**src/pmw_pkg.sv**
```systemverilog
/*
 pmw_pkg: constants for the power-management and wake-on-LAN block.
 assumes a 16-bit host register port with word offsets as printed.
*/
package pmw_pkg;
  localparam int unsigned REG_AW = 8;
  localparam int unsigned REG_DW = 16;
  localparam logic [7:0] OFF_GLOBAL_RESET_WAKE = 8'h26;
  localparam logic [7:0] OFF_WAKE_FRAME_CONTROL = 8'h2a;
  localparam logic [7:0] OFF_WAKE_FRAME0 = 8'h30;
  localparam logic [7:0] OFF_WAKE_FRAME1 = 8'h40;
  localparam logic [7:0] OFF_WAKE_FRAME2 = 8'h50;
  localparam logic [7:0] OFF_WAKE_FRAME3 = 8'h60;
  localparam logic [7:0] OFF_INTERRUPT_ENABLE = 8'h90;
  localparam logic [7:0] OFF_INTERRUPT_STATUS = 8'h92;
  localparam logic [7:0] OFF_WAKE_UP_TIME = 8'ha6;
  localparam logic [7:0] OFF_POWER_MODE_CONTROL = 8'hd4;
  localparam logic [7:0] OFF_PHY_SPECIAL_CONTROL = 8'hf4;
  localparam logic [1:0] MODE_NORMAL = 2'h0;
  localparam logic [1:0] MODE_ENERGY = 2'h1;
  localparam logic [1:0] MODE_SOFT_DOWN = 2'h2;
  localparam logic [1:0] MODE_SAVING = 2'h3;
  localparam int unsigned ISR_ENERGY = 2;
  localparam int unsigned ISR_LINKUP = 3;
  localparam int unsigned ISR_REMOTE = 4;
  localparam int unsigned ISR_FRAME = 5;
  localparam int unsigned PMC_PME_ENERGY = 8;
  localparam int unsigned PMC_PME_LINKUP = 9;
  localparam int unsigned PMC_PME_REMOTE = 10;
  localparam int unsigned PMC_PME_FRAME = 11;
  localparam int unsigned PHY_SAVE_BIT = 10;
  localparam int unsigned WFC_REMOTE_EN = 7;
  localparam int unsigned SYNC_BYTES = 6;
  localparam int unsigned ADDR_BYTES = 6;
  localparam int unsigned ADDR_COPIES = 16;
  localparam logic [7:0] SYNC_VALUE = 8'hff;
  localparam logic [15:0] RESET_ZERO = 16'h0000;
  localparam logic [15:0] WAKE_TIME_RESET = 16'h0010;
  localparam int unsigned CLOCK_HZ = 10000000;
  localparam int unsigned WAKE_TICK_US = 1;
  localparam int unsigned WAKE_TICK_CYCLES = (CLOCK_HZ / 1000000) * WAKE_TICK_US;
endpackage

```
**src/pmw_remote_scan.sv**
```systemverilog
/*
 pmw_remote_scan: scans received bytes for the remote wake sequence.
 assumes one byte per valid cycle and a frame start strobe from the mac; no end strobe is used.
*/
`timescale 1ns/1ps
module pmw_remote_scan #(
  parameter int unsigned COPIES = pmw_pkg::ADDR_COPIES
) (
  input wire logic mclk_in,
  input wire logic reset_in,
  input wire logic clk_en_in,
  input wire logic scan_en_in,
  input wire logic start_in,
  input wire logic byte_valid_in,
  input wire logic [7:0] byte_in,
  input wire logic [47:0] station_addr_in,
  output logic found_out
);
  initial begin
    if (COPIES < 1 || COPIES > 255) $error("copies out of range");
  end
  typedef enum logic [1:0] {SC_SYNC, SC_ADDR, SC_DONE} pmw_scan_type;
  pmw_scan_type st_q;
  logic [2:0] sync_cnt_q;
  logic [2:0] byte_idx_q;
  logic [7:0] copy_cnt_q;
  logic [7:0] expect_byte;
  always_comb begin
    expect_byte = station_addr_in[47 - 8 * byte_idx_q -: 8];
  end
  always_ff @(posedge mclk_in) begin
    if (reset_in) begin
      st_q <= SC_SYNC;
      sync_cnt_q <= 3'h0;
      byte_idx_q <= 3'h0;
      copy_cnt_q <= 8'h00;
    end else if (clk_en_in) begin
      if (start_in || !scan_en_in) begin
        st_q <= SC_SYNC;
        sync_cnt_q <= 3'h0;
        byte_idx_q <= 3'h0;
        copy_cnt_q <= 8'h00;
      end else if (byte_valid_in) begin
        case (st_q)
          SC_SYNC: begin
            if (byte_in == pmw_pkg::SYNC_VALUE) begin
              if (sync_cnt_q >= 3'(pmw_pkg::SYNC_BYTES - 1)) begin
                st_q <= SC_ADDR;
              end else begin
                sync_cnt_q <= sync_cnt_q + 3'h1;
              end
            end else begin
              sync_cnt_q <= 3'h0;
            end
          end
          SC_ADDR: begin
            if (byte_in == expect_byte) begin
              if (byte_idx_q == 3'(pmw_pkg::ADDR_BYTES - 1)) begin
                byte_idx_q <= 3'h0;
                if (copy_cnt_q == 8'(COPIES - 1)) begin
                  st_q <= SC_DONE;
                end else begin
                  copy_cnt_q <= copy_cnt_q + 8'h01;
                end
              end else begin
                byte_idx_q <= byte_idx_q + 3'h1;
              end
            end else if (byte_idx_q == 3'h0 && copy_cnt_q == 8'h00
                         && byte_in == pmw_pkg::SYNC_VALUE) begin
              st_q <= SC_ADDR; // extra sync bytes before the first copy
            end else begin
              st_q <= SC_SYNC;
              byte_idx_q <= 3'h0;
              copy_cnt_q <= 8'h00;
              sync_cnt_q <= (byte_in == pmw_pkg::SYNC_VALUE) ? 3'h1 : 3'h0;
            end
          end
          SC_DONE: st_q <= SC_DONE;
          default: st_q <= SC_SYNC;
        endcase
      end
    end
  end
  always_comb begin
    found_out = (st_q == SC_DONE);
  end
endmodule

```
**src/pmw_power_wake.sv**
```systemverilog
/*
 pmw_power_wake: power modes, chip power-down reset and wake events.
 assumes synchronous inputs, a 16-bit host register port, and a mac that
 delivers received bytes with start/end and a crc/address status at end.
*/
`timescale 1ns/1ps
// Summary of operation
// - writing mode 10 into the power-mode field enters soft power-down
// - soft power-down stops clocks, phy, mac; registers other than status hold; only wake read served
// - a read of the global reset register leaves soft power-down to normal
// - power saving needs autoneg on, cable off, mode 11 and phy bit 10
// - power saving keeps clocks and mac running and registers fully accessible
// - power saving powers down only the receiver; line activity powers it up
// - power-down pin low powers off; rising edge resets all registers
// - wake events can drive the interrupt output, the event output, or both
// - status bit 2 on energy detect, bit 3 on link-up
// - status bit 5 on wake-up frame match, bit 4 on remote wake frame
// - energy event only after energy present longer than the wake-up time
// - four wake-up frame crc patterns, enabled by control bits 0 to 3
// - control bit 7 enables remote wake scanning of frames for this node
// - sequence is six ff bytes then sixteen unbroken station address copies
// - remote wake frame must be valid with good crc and accepted destination
// - broadcast frames count when the repeated addresses match the station
// - frames without the sequence are dropped; found sequence raises event output
// - search ignores the carried protocol, any position in the frame
// - mode field encodes normal, energy, soft down, saving; reset is normal
// - event output for energy needs power-mode control bit 8
module pmw_power_wake #(
  parameter int unsigned TICK_CYCLES = pmw_pkg::WAKE_TICK_CYCLES
) (
  input wire logic mclk_in,
  input wire logic reset_in,
  input wire logic clk_en_in,
  input wire logic chip_power_down_pin_in,
  input wire logic reg_rd_in,
  input wire logic reg_wr_in,
  input wire logic [7:0] reg_addr_in,
  input wire logic [15:0] reg_wdata_in,
  input wire logic [47:0] station_addr_in,
  input wire logic autoneg_en_in,
  input wire logic cable_connected_in,
  input wire logic line_activity_in,
  input wire logic energy_in,
  input wire logic link_up_in,
  input wire logic rx_start_in,
  input wire logic rx_byte_valid_in,
  input wire logic [7:0] rx_byte_in,
  input wire logic rx_end_in,
  input wire logic rx_good_in,
  input wire logic rx_dest_ok_in,
  input wire logic [15:0] rx_frame_crc_in,
  output logic [15:0] reg_rdata_out,
  output logic clocks_on_out,
  output logic mac_on_out,
  output logic phy_tx_on_out,
  output logic phy_rx_on_out,
  output logic chip_reset_out,
  output logic interrupt_out_n,
  output logic power_event_out
);
  initial begin
    if (TICK_CYCLES < 1 || TICK_CYCLES > 65535) $error("tick cycles out of range");
  end
  logic [15:0] power_mode_control_q;
  logic [15:0] phy_special_control_q;
  logic [15:0] wake_frame_control_q;
  logic [15:0] interrupt_enable_q;
  logic [15:0] interrupt_status_q;
  logic [15:0] wake_time_q;
  logic [15:0] frame_crc_q [4];
  logic soft_down_q;
  logic pin_q;
  logic por_d;
  logic live;
  logic wr;
  logic rd;
  logic saving_cond;
  logic [15:0] tick_q;
  logic [15:0] energy_cnt_q;
  logic energy_evt;
  logic link_q;
  logic linkup_evt;
  logic remote_found;
  logic remote_evt;
  logic frame_evt;
  logic [15:0] set_bits;
  logic [15:0] rdata_d;
  logic [1:0] mode;

  always_comb begin
    mode = power_mode_control_q[1:0];
    por_d = chip_power_down_pin_in && !pin_q;
    live = clk_en_in && chip_power_down_pin_in && !por_d;
    wr = live && reg_wr_in && !soft_down_q;
    rd = live && reg_rd_in;
    saving_cond = autoneg_en_in && !cable_connected_in && mode == pmw_pkg::MODE_SAVING
                  && phy_special_control_q[pmw_pkg::PHY_SAVE_BIT];
  end

  // power-down pin edge tracking
  always_ff @(posedge mclk_in) begin
    if (reset_in) begin
      pin_q <= 1'b1;
      chip_reset_out <= 1'b0;
    end else if (clk_en_in) begin
      pin_q <= chip_power_down_pin_in;
      chip_reset_out <= por_d;
    end
  end

  // host-written configuration
  always_ff @(posedge mclk_in) begin
    if (reset_in || (clk_en_in && por_d)) begin
      power_mode_control_q <= pmw_pkg::RESET_ZERO;
      phy_special_control_q <= pmw_pkg::RESET_ZERO;
      wake_frame_control_q <= pmw_pkg::RESET_ZERO;
      interrupt_enable_q <= pmw_pkg::RESET_ZERO;
      wake_time_q <= pmw_pkg::WAKE_TIME_RESET;
      for (int i = 0; i < 4; i++) begin
        frame_crc_q[i] <= pmw_pkg::RESET_ZERO;
      end
    end else if (wr) begin
      case (reg_addr_in)
        pmw_pkg::OFF_POWER_MODE_CONTROL: power_mode_control_q <= reg_wdata_in;
        pmw_pkg::OFF_PHY_SPECIAL_CONTROL: phy_special_control_q <= reg_wdata_in;
        pmw_pkg::OFF_WAKE_FRAME_CONTROL: wake_frame_control_q <= reg_wdata_in;
        pmw_pkg::OFF_INTERRUPT_ENABLE: interrupt_enable_q <= reg_wdata_in;
        pmw_pkg::OFF_WAKE_UP_TIME: wake_time_q <= reg_wdata_in;
        pmw_pkg::OFF_WAKE_FRAME0: frame_crc_q[0] <= reg_wdata_in;
        pmw_pkg::OFF_WAKE_FRAME1: frame_crc_q[1] <= reg_wdata_in;
        pmw_pkg::OFF_WAKE_FRAME2: frame_crc_q[2] <= reg_wdata_in;
        pmw_pkg::OFF_WAKE_FRAME3: frame_crc_q[3] <= reg_wdata_in;
        default: ;
      endcase
    end
  end

  // soft power-down state
  always_ff @(posedge mclk_in) begin
    if (reset_in || (clk_en_in && por_d)) begin
      soft_down_q <= 1'b0;
    end else if (rd && soft_down_q && reg_addr_in == pmw_pkg::OFF_GLOBAL_RESET_WAKE) begin
      soft_down_q <= 1'b0;
    end else if (wr && reg_addr_in == pmw_pkg::OFF_POWER_MODE_CONTROL
                 && reg_wdata_in[1:0] == pmw_pkg::MODE_SOFT_DOWN) begin
      soft_down_q <= 1'b1;
    end
  end

  // block power controls
  always_ff @(posedge mclk_in) begin
    if (reset_in) begin
      clocks_on_out <= 1'b1;
      mac_on_out <= 1'b1;
      phy_tx_on_out <= 1'b1;
      phy_rx_on_out <= 1'b1;
    end else if (clk_en_in) begin
      clocks_on_out <= chip_power_down_pin_in && !soft_down_q;
      mac_on_out <= chip_power_down_pin_in && !soft_down_q;
      phy_tx_on_out <= chip_power_down_pin_in && !soft_down_q;
      phy_rx_on_out <= chip_power_down_pin_in && !soft_down_q
                       && !(saving_cond && !line_activity_in);
    end
  end

  // energy qualification timer
  always_ff @(posedge mclk_in) begin
    if (reset_in) begin
      tick_q <= 16'h0000;
      energy_cnt_q <= 16'h0000;
    end else if (live) begin
      if (!energy_in) begin
        tick_q <= 16'h0000;
        energy_cnt_q <= 16'h0000;
      end else if (tick_q == 16'(TICK_CYCLES - 1)) begin
        tick_q <= 16'h0000;
        if (energy_cnt_q <= wake_time_q) begin
          energy_cnt_q <= energy_cnt_q + 16'h0001;
        end
      end else begin
        tick_q <= tick_q + 16'h0001;
      end
    end
  end

  always_comb begin
    energy_evt = live && energy_in && tick_q == 16'(TICK_CYCLES - 1)
                 && energy_cnt_q == wake_time_q;
    linkup_evt = live && link_up_in && !link_q;
    remote_evt = live && rx_end_in && rx_good_in && rx_dest_ok_in && remote_found
                 && wake_frame_control_q[pmw_pkg::WFC_REMOTE_EN];
    frame_evt = 1'b0;
    for (int i = 0; i < 4; i++) begin
      if (wake_frame_control_q[i] && rx_frame_crc_in == frame_crc_q[i]) begin
        frame_evt = live && rx_end_in && rx_good_in && rx_dest_ok_in;
      end
    end
    set_bits = 16'h0000;
    set_bits[pmw_pkg::ISR_ENERGY] = energy_evt;
    set_bits[pmw_pkg::ISR_LINKUP] = linkup_evt;
    set_bits[pmw_pkg::ISR_REMOTE] = remote_evt;
    set_bits[pmw_pkg::ISR_FRAME] = frame_evt;
  end

  always_ff @(posedge mclk_in) begin
    if (reset_in) begin
      link_q <= 1'b0;
    end else if (live) begin
      link_q <= link_up_in;
    end
  end

  pmw_remote_scan #(
    .COPIES(pmw_pkg::ADDR_COPIES)
  ) u_scan (
    .mclk_in(mclk_in),
    .reset_in(reset_in),
    .clk_en_in(live),
    .scan_en_in(wake_frame_control_q[pmw_pkg::WFC_REMOTE_EN]),
    .start_in(rx_start_in),
    .byte_valid_in(rx_byte_valid_in),
    .byte_in(rx_byte_in),
    .station_addr_in(station_addr_in),
    .found_out(remote_found)
  );

  // sticky status, write one to clear, set wins
  always_ff @(posedge mclk_in) begin
    if (reset_in || (clk_en_in && por_d)) begin
      interrupt_status_q <= pmw_pkg::RESET_ZERO;
    end else if (live) begin
      if (wr && reg_addr_in == pmw_pkg::OFF_INTERRUPT_STATUS) begin
        interrupt_status_q <= (interrupt_status_q & ~reg_wdata_in) | set_bits;
      end else begin
        interrupt_status_q <= interrupt_status_q | set_bits;
      end
    end
  end

  // wake reporting
  always_ff @(posedge mclk_in) begin
    if (reset_in) begin
      interrupt_out_n <= 1'b1;
      power_event_out <= 1'b0;
    end else if (clk_en_in) begin
      interrupt_out_n <= !(|(interrupt_status_q & interrupt_enable_q));
      power_event_out <= (interrupt_status_q[pmw_pkg::ISR_ENERGY]
                          && power_mode_control_q[pmw_pkg::PMC_PME_ENERGY])
                       || (interrupt_status_q[pmw_pkg::ISR_LINKUP]
                          && power_mode_control_q[pmw_pkg::PMC_PME_LINKUP])
                       || (interrupt_status_q[pmw_pkg::ISR_REMOTE]
                          && power_mode_control_q[pmw_pkg::PMC_PME_REMOTE])
                       || (interrupt_status_q[pmw_pkg::ISR_FRAME]
                          && power_mode_control_q[pmw_pkg::PMC_PME_FRAME]);
    end
  end

  // read data
  always_comb begin
    rdata_d = 16'h0000;
    case (reg_addr_in)
      pmw_pkg::OFF_POWER_MODE_CONTROL: rdata_d = power_mode_control_q;
      pmw_pkg::OFF_PHY_SPECIAL_CONTROL: rdata_d = phy_special_control_q;
      pmw_pkg::OFF_WAKE_FRAME_CONTROL: rdata_d = wake_frame_control_q;
      pmw_pkg::OFF_INTERRUPT_ENABLE: rdata_d = interrupt_enable_q;
      pmw_pkg::OFF_INTERRUPT_STATUS: rdata_d = interrupt_status_q;
      pmw_pkg::OFF_WAKE_UP_TIME: rdata_d = wake_time_q;
      pmw_pkg::OFF_WAKE_FRAME0: rdata_d = frame_crc_q[0];
      pmw_pkg::OFF_WAKE_FRAME1: rdata_d = frame_crc_q[1];
      pmw_pkg::OFF_WAKE_FRAME2: rdata_d = frame_crc_q[2];
      pmw_pkg::OFF_WAKE_FRAME3: rdata_d = frame_crc_q[3];
      default: rdata_d = 16'h0000;
    endcase
  end

  always_ff @(posedge mclk_in) begin
    if (reset_in) begin
      reg_rdata_out <= 16'h0000;
    end else if (rd && !soft_down_q) begin
      reg_rdata_out <= rdata_d;
    end
  end

  a_soft_entry: assert property (@(posedge mclk_in) disable iff (reset_in)
    wr && reg_addr_in == pmw_pkg::OFF_POWER_MODE_CONTROL
    && reg_wdata_in[1:0] == pmw_pkg::MODE_SOFT_DOWN
    |=> soft_down_q ##1 (!clocks_on_out || !$past(clk_en_in)))
    else $error("soft power-down not entered");
  a_soft_hold: assert property (@(posedge mclk_in) disable iff (reset_in)
    soft_down_q && clk_en_in && !por_d |=> $stable(power_mode_control_q))
    else $error("register changed in soft power-down");
  a_soft_exit: assert property (@(posedge mclk_in) disable iff (reset_in)
    rd && soft_down_q && reg_addr_in == pmw_pkg::OFF_GLOBAL_RESET_WAKE
    |=> !soft_down_q ##1 (clocks_on_out || !$past(clk_en_in)))
    else $error("wake read did not leave soft power-down");
  a_rx_saving: assert property (@(posedge mclk_in) disable iff (reset_in)
    clk_en_in && !soft_down_q && chip_power_down_pin_in && saving_cond && !line_activity_in
    |=> !phy_rx_on_out && phy_tx_on_out)
    else $error("receiver not powered down in power saving");
  a_pin_reset: assert property (@(posedge mclk_in) disable iff (reset_in)
    clk_en_in && por_d |=> chip_reset_out && power_mode_control_q == pmw_pkg::RESET_ZERO)
    else $error("power-down release did not reset registers");
  a_status_sticky: assert property (@(posedge mclk_in) disable iff (reset_in)
    interrupt_status_q[2] && !(wr && reg_addr_in == pmw_pkg::OFF_INTERRUPT_STATUS)
    && !(clk_en_in && por_d) |=> interrupt_status_q[2])
    else $error("status bit lost");
  a_linkup_bit: assert property (@(posedge mclk_in) disable iff (reset_in)
    linkup_evt |=> interrupt_status_q[3])
    else $error("link-up not flagged");
  a_remote_bit: assert property (@(posedge mclk_in) disable iff (reset_in)
    remote_evt |=> interrupt_status_q[4] ##1 (power_event_out || !$past(clk_en_in)
    || !power_mode_control_q[pmw_pkg::PMC_PME_REMOTE]))
    else $error("remote wake not reported");
  a_irq_follow: assert property (@(posedge mclk_in) disable iff (reset_in)
    clk_en_in |=> interrupt_out_n == !(|($past(interrupt_status_q) & $past(interrupt_enable_q))))
    else $error("interrupt output wrong");
  a_energy_bit: assert property (@(posedge mclk_in) disable iff (reset_in)
    energy_evt |=> interrupt_status_q[pmw_pkg::ISR_ENERGY])
    else $error("energy event not flagged");
  a_pin_off: assert property (@(posedge mclk_in) disable iff (reset_in)
    clk_en_in && !chip_power_down_pin_in |=> !clocks_on_out && !phy_tx_on_out)
    else $error("device not off while pin low");
  c_soft_cycle: cover property (@(posedge mclk_in) disable iff (reset_in)
    soft_down_q ##[1:50] !soft_down_q);
  c_remote: cover property (@(posedge mclk_in) disable iff (reset_in) remote_evt);
  c_energy: cover property (@(posedge mclk_in) disable iff (reset_in) energy_evt);
endmodule

```
**config.mk**
```make
export PLATFORM = sky130hd
export DESIGN_NAME = pmw_power_wake
export DESIGN_NICKNAME = d
export VERILOG_FILES = /design/src/pmw_pkg.sv /design/src/pmw_remote_scan.sv /design/src/pmw_power_wake.sv
export SDC_FILE = /design/constraint.sdc
export NUM_CORES = 1
export LEC_CHECK = 0
export BUFFER_PORTS_ARGS = -buffer_cell sky130_fd_sc_hd__buf_2
export CAP_MARGIN = 20
export CORE_UTILIZATION = 27
export CTS_CLUSTER_DIAMETER = 120
export DETAILED_ROUTE_END_ITERATION = 7
export GPL_ROUTABILITY_DRIVEN = 0
export PLACE_DENSITY_LB_ADDON = 0.15
export SLEW_MARGIN = 10
export SYNTH_ARGS = -nofsm -noshare
export SYNTH_HDL_FRONTEND = slang
export SYNTH_SLANG_ARGS = --single-unit
```
**constraint.sdc**
```tcl
create_clock -name mclk_in -period 7.8 [get_ports mclk_in]
set_input_delay 0.39 -clock mclk_in [delete_from_list [all_inputs] [get_ports mclk_in]]
set_output_delay 0.39 -clock mclk_in [all_outputs]
set_load 0.005 [all_outputs]
```
# Word level (Yosys, flattened, before mapping)
# Memory sizes are Yosys's and may differ from the RTL's.
# Cells that the tools add are included.
dict set report classes {
  add_sub_neg 6
  magnitude_cmp 2
  n_eq_ne 37
  shift 1
  mux 63
  bitwise_logic 9
  reduce_logical 71
}
# cell count
set ops {}
lappend ops {{$mux W16} 10}
lappend ops {{$pmux W16 S10} 1}
lappend ops {{$eq A16 B16 Y1} 5}
lappend ops {{$mux W8} 7}
lappend ops {{$shiftx A55 B33 Y8} 1}
lappend ops {{$eq A8 B8 Y1 const B} 6}
lappend ops {{$logic_and A1 B1 Y1} 39}
lappend ops {{$mux W3} 12}
lappend ops {{$add A16 B1 Y16 const B} 2}
lappend ops {{$and A16 B16 Y16} 2}
lappend ops {{$or A16 B6 Y16} 2}
lappend ops {{$eq A8 B6 Y1 const B} 3}
lappend ops {{$eq A8 B7 Y1 const B} 3}
lappend ops {{$mux W1} 24}
lappend ops {{$reduce_and A6 Y1} 3}
lappend ops {{$eq A16 B4 Y1 const B} 1}
lappend ops {{$le A16 B16 Y1} 1}
lappend ops {{$not A16 Y16} 1}
lappend ops {{$reduce_or A16 Y1} 1}
lappend ops {{$mux W2} 7}
lappend ops {{$ne A3 B2 Y1 const B} 4}
lappend ops {{$ne A4 B3 Y1 const B} 3}
lappend ops {{$reduce_and A2 Y1} 5}
lappend ops {{$logic_not A1 Y1} 9}
lappend ops {{23 further kinds} 37}
dict set report word_totals {
  reg_bits 168
  ram_bits 64
  in_bits 112
  out_inout_bits 23
  wordCells 211
  mem_count 1
}
# name depth width rd rd_clocked_by_memory_dff write_ports line_no
set mem_list {}
lappend mem_list {frame_crc_q 4 16 4 0 4 pmw_power_wake.sv:70} ;# logic [15:0] frame_crc_q [4];

# Logic depth before layout (Yosys ltp)
dict set report depth {
  depth_word 13
  ltp_mapped 12
  mapped_depth_nobuf 10
}

# By module
# Synthesis repeated with hierarchy kept, for this count alone.
dict set report unflattened {
  cells_unflattened 1376
  area_unflattened_um2 12288.0
}
# module instances cells_each area_each_um2 seq_area_each_um2
set modules_own_cells {}
lappend modules_own_cells {pmw_power_wake 1 1190 10722.8 4964.8}
lappend modules_own_cells {pmw_remote_scan 1 186 1565.3 320.3}

# Least setup slack after synthesis
# No wires, ideal clock.
dict set report synth_path {
  path_kind {input port to flip-flop}
  startpoint {in reg_addr_in[4]}
  endpoint {mem frame_crc_q[1][0] (enable)}
  setup_ps 435
  arrival_ps 2809
  t_required_ps 7365
  slack_ps 4556
  path_stages 3
  n_path_buf 2
  path_cell_list {clkbuf_1 -> clkbuf_1 -> o41ai_1}
}
# item line_no
set synth_rtl {}
lappend synth_rtl {{start: declaration} pmw_power_wake.sv:37} ;# input wire logic [7:0] reg_addr_in,
lappend synth_rtl {{end: declaration} pmw_power_wake.sv:70}

# Worst setup path in the final report
dict set report layout_path {
  startpoint {reg u_scan.byte_idx_q[1]}
  endpoint {reg u_scan.copy_cnt_q[5]}
}
dict set report layout_via {
  elab_chain_len 7
  elab_cells_between_ends 15
  cone_classes {1 x add/sub; 5 x eq/ne; 1 x shift; 4 x mux; 4 x reduce/logical}
}
# item line_no
set layout_lines {}
lappend layout_lines {{start: declaration} pmw_remote_scan.sv:25} ;# logic [2:0] byte_idx_q;
lappend layout_lines {{start signal: assignment} pmw_remote_scan.sv:66} ;# byte_idx_q <= byte_idx_q + 3'h1;
lappend layout_lines {{$sub A6 B6 Y7} pmw_remote_scan.sv:29} ;# expect_byte = station_addr_in[47 - 8 * byte_idx_q -: 8];
lappend layout_lines {{$shiftx A55 B33 Y8} pmw_remote_scan.sv:29}
lappend layout_lines {{$eq A8 B8 Y1} pmw_remote_scan.sv:57} ;# if (byte_in == expect_byte) begin
lappend layout_lines {{$mux W8} pmw_remote_scan.sv:57}
lappend layout_lines {{$mux W8} pmw_remote_scan.sv:44} ;# case (st_q)
lappend layout_lines {{$mux W8} pmw_remote_scan.sv:43} ;# end else if (byte_valid_in) begin
lappend layout_lines {{$mux W8} pmw_remote_scan.sv:38} ;# if (start_in || !scan_en_in) begin
lappend layout_lines {{end signal: assignment} pmw_remote_scan.sv:63} ;# copy_cnt_q <= copy_cnt_q + 8'h01;
lappend layout_lines {{end: declaration} pmw_remote_scan.sv:26} ;# logic [7:0] copy_cnt_q;
# Parallel ways exist; a longest one is shown, timed or not. The select of a mux whose other input is x is not followed.
# A chain may end at the register's enable or synchronous reset.

==> key figures <==
Timing
  – Setup WS post-layout: 3.60 ns
  – Fin crit share: 0.538
  – Setup tns final: 0 ns
  – Max transition margin: 0.288
  – Tmin final: 4.20 ns
  – Worst slew pin tran: about 1.1 ns
  – Final clock skew: 0.0123 ns
  – Final hold vios: 0
  – Max-slew violations: 0
  – Max Clock Freq: between 200 and 250 MHz
  – RSZ-0062 raised after global routing: no
  – Final setup vio count: 0

Outcome
  – Run status: finished clean

Power and ir drop
  – Sequential Power Share: 0.461
  – Leak Pwr: 5.08 nW
  – Power share of the clock group: 0.465
  – Comb pwr share: 0.073
  – Worst VDD drop: 0.000135 V
  – Psw: 668 uW
  – P_int: 2.09 mW
  – Cell Pwr Density: 194 nW/um^2
  – Sw Share: 0.242

Final layout
  – Storage cell area: 5290 sq um
  – Ant diodes: 0
  – Syn-to-layout area delta: 17.2%
  – Commonest non-fill, non-tap cell in the layout: nand2_1
  – Footprint of the multi-input gates: 6400 sq um
  – Fin nets: about 1,600
  – FILL cells: 4,710
  – Post-Layout Cell Count: 2,073
  – Most used cells in the layout excluding fill and tap cells: 238 x nand2_1, 168 x dfxtp_1, 134 x buf_2, 124 x a21oi_1, 69 x xnor2_1
  – Layout cells sized above 1: 0.159

Yosys
  – Seq/Total Area, Yosys: 0.435
  – Mux cell area share after synthesis: 0.0386
  – Post-Synth XOR/XNOR Area: 0.0605
  – Simple-gate share of the synthesized area: 0.227
  – Post-synth EDFFs: 64
  – Synth Instances: 1,391
  – Netlist Area Pre-Place: 12,200 sq um
  – Ys flop type: dfxtp_1
  – Async S/R FF share, synth: 0
  – Syn nets: roughly 1,500
  – Avg Cell Area, Syn: 8.74 sq um
  – FF+latch count, synth: 232
  – Count of cell types in the netlist: 66
  – Adder-Cell Fraction of Synth Area: 0.0247
  – Yosys warns: 0
  – Largest family of logic cells by synthesized area: simple AND/OR/NAND/NOR gates
  – Post-synthesis compound-gate area fraction: 0.169

GRT
  – Antenna violations before repair: 2
  – Largest net degree at the start of global routing: 46
  – First-pass GRT wire length: 65.2 mm
  – Vias in the first global route: 10,332
  – GR Overflow Total: 0
  – GRT Util Overall: 0.184

Routing
  – First-pass iteration count of the detailed router: 5
  – Detailed Route WL: roughly 43 mm
  – Vias per cell: around 5.2
  – Iter 0 DRT Violations: 772
  – Routed len/inst: 21.0 um
  – DRC Markers: 0
  – DR vias: 10,698
  – Routed Antenna Nets: 0

Place
  – Pre-CTS setup slack: 3.60 ns
  – Placed cell count: 2,026
  – IO Port Bufs: 134
  – Dpl hpwl: 31.0 mm

Clocking
  – PostCTS Resize Cnt: 0
  – Clock Latency Late Sink: 0.55 ns
  – Clock transition at the registers of the reported paths: roughly 0.060 ns
  – H-tree depth: 1
  – Clock tree from TritonCTS: built
  – TritonCTS buffer count: 27
  – CTS Sinks: 232
  – Maximum root-to-sink buffer count: 3
  – Setup Fix Bufs, Post-CTS: 0
  – Clock Tree Root: clkbuf_16
  – Hold_buf cts: 0

Worst setup path
  – CP endpoint kind: flip-flop
  – Crit path launch type: flip-flop
  – Arrival @ worst endpoint: 4.67 ns
  – Crit path max fanout: 23
  – Slowest Stage Delay on Critical Path: 0.96 ns
  – WS Path Type: reg -> reg
  – Critical path, cell by cell: ha_1 -> nor3_1 -> a222oi_1 -> xnor2_1 -> a2111oi_4 -> nand2_2 -> or4_1 -> or3_1 -> o211ai_2
  – Buf+Inv Stages, Crit Path: 0
  – Crit path max-delay family: simple AND/OR/NAND/NOR gates
  – CP max-delay cell: dfxtp_1
  – Worst endpoint required time: 8.28 ns

Flow run
  – Max_cap viols: 0

Floorplanning
  – Core box area: 44,300 sq um
  – Top Ports: 135
  – Die span in x: ~210 um
  – Site Rows: 77
  – Die area: 45,900 sq um
  – Initial Util: 0.274
  – Chip Height: ~210 um

Min path
  – Min-delay worst type: in -> reg
-- cell type report --
class                      count  share of cell area
multi-input combinational   1018               0.449
sequential                   232               0.371
clock buffer                  41              0.0586
timing repair buffer         154              0.0576
tap                          592              0.0520
inverter                      30             0.00790
clock inverter                 6             0.00386
-- power groups by stage --
stage,Sequential (mW),Clock [mW],Combinational (mW)
global placement,1.30,0,0.203
global route,1.27,1.36,0.216
detailed placement,1.30,0,0.202
CTS,1.27,1.31,0.203
floorplan,1.29,0,0.112
finish,1.27,1.28,0.202
-- registers in the layout (all words and copies together) (netlist names), 2 cells and up --
| name | flops |
|---|---|
| wake_frame_control_q | 16 |
| reg_rdata_out | 16 |
| u_scan.byte_idx_q | 3 |
| energy_cnt_q | 16 |
| wake_time_q | 16 |
| interrupt_status_q | 16 |
| tick_q | 16 |
| u_scan.sync_cnt_q | 3 |
| power_mode_control_q | 16 |
| phy_special_control_q | 16 |
| u_scan.st_q | 2 |
| frame_crc_q | 64 |
| u_scan.copy_cnt_q | 8 |
| interrupt_enable_q | 16 |
-- tightest hold or removal path, stage by stage --
cell and delay [ns]:
buf_2 0.12, nand2_1 0.05, a21oi_1 0.05
-- synthesized netlist by cell type (13+ instances only) --
cell | n | area [sq um]
nor2_1 | 54 | 203
nand3_1 | 47 | 235
dfxtp_1 | 168 | 3360
and3_1 | 44 | 275
and2_1 | 34 | 213
nand2_1 | 239 | 897
a221oi_1 | 16 | 140
a22o_1 | 16 | 140
inv_1 | 30 | 113
xor2_1 | 15 | 131
nor2b_1 | 18 | 113
edfxtp_1 | 64 | 1920
a22oi_1 | 55 | 413
mux2i_1 | 24 | 240
o21ai_0 | 29 | 145
nor3_1 | 17 | 85.1
ha_1 | 24 | 300
xnor2_1 | 69 | 604
or3_1 | 13 | 81.3
clkbuf_1 | 101 | 379
a21oi_1 | 124 | 621
or4_1 | 15 | 113
nand4_1 | 30 | 188
-- routing by layer --
metal,track usage,wire (um),vias to the layer above
li1,-,-,5139
met5,0,0,-
met2,0.293,19500,318
met1,0.260,20700,5194
met3,0.0275,2280,47
met4,0.0467,997,0
-- metrics by stage --
stage | area (sq um) | total power [mW] | hold slack [ns] | util
3_3_place_gp | 13400 | 1.50 | 0.437 | 0.301
6_report | 14200 | 2.76 | 0.117 | 0.322
3_5_place_dp | 13400 | 1.50 | 0.445 | 0.301
4_1_cts | 14200 | 2.79 | 0.0995 | 0.322
2_1_floorplan | 12200 | 1.41 | 0.424 | -
5_1_grt | 14200 | 2.85 | 0.117 | 0.322
-- cells by family (layout without fill, tap and decap cells) --
group,after synthesis,in the layout
buffers and inverters,141,231
XOR/XNOR,84,84
adder cells (fa/ha/maj),24,24
AO/OA/AOI/OAI,307,307
multiplexers,44,44
flip-flops,232,232
AND/OR/NAND/NOR,559,559
-- path summary, 6_finish.rpt --
| path | startpoint | slack, ns | cells after the start | end |
|---|---|---|---|---|
| setup / recovery | u_scan.byte_idx_q[1]$_SDFFE_PP0P_ | 3.60 | 9 | u_scan.copy_cnt_q[5]$_SDFFE_PP0P_ |
| hold / removal | link_up_in | 0.12 | 3 | link_q$_SDFFE_PP0P_ |
| setup reg to reg | u_scan.byte_idx_q[1]$_SDFFE_PP0P_ | 3.60 | 9 | u_scan.copy_cnt_q[5]$_SDFFE_PP0P_ |
| hold reg to reg | wake_frame_control_q[11]$_SDFFE_PP0P_ | 0.45 | 2 | wake_frame_control_q[11]$_SDFFE_PP0P_ |
Note: power is estimated with default switching activity, not from simulation.
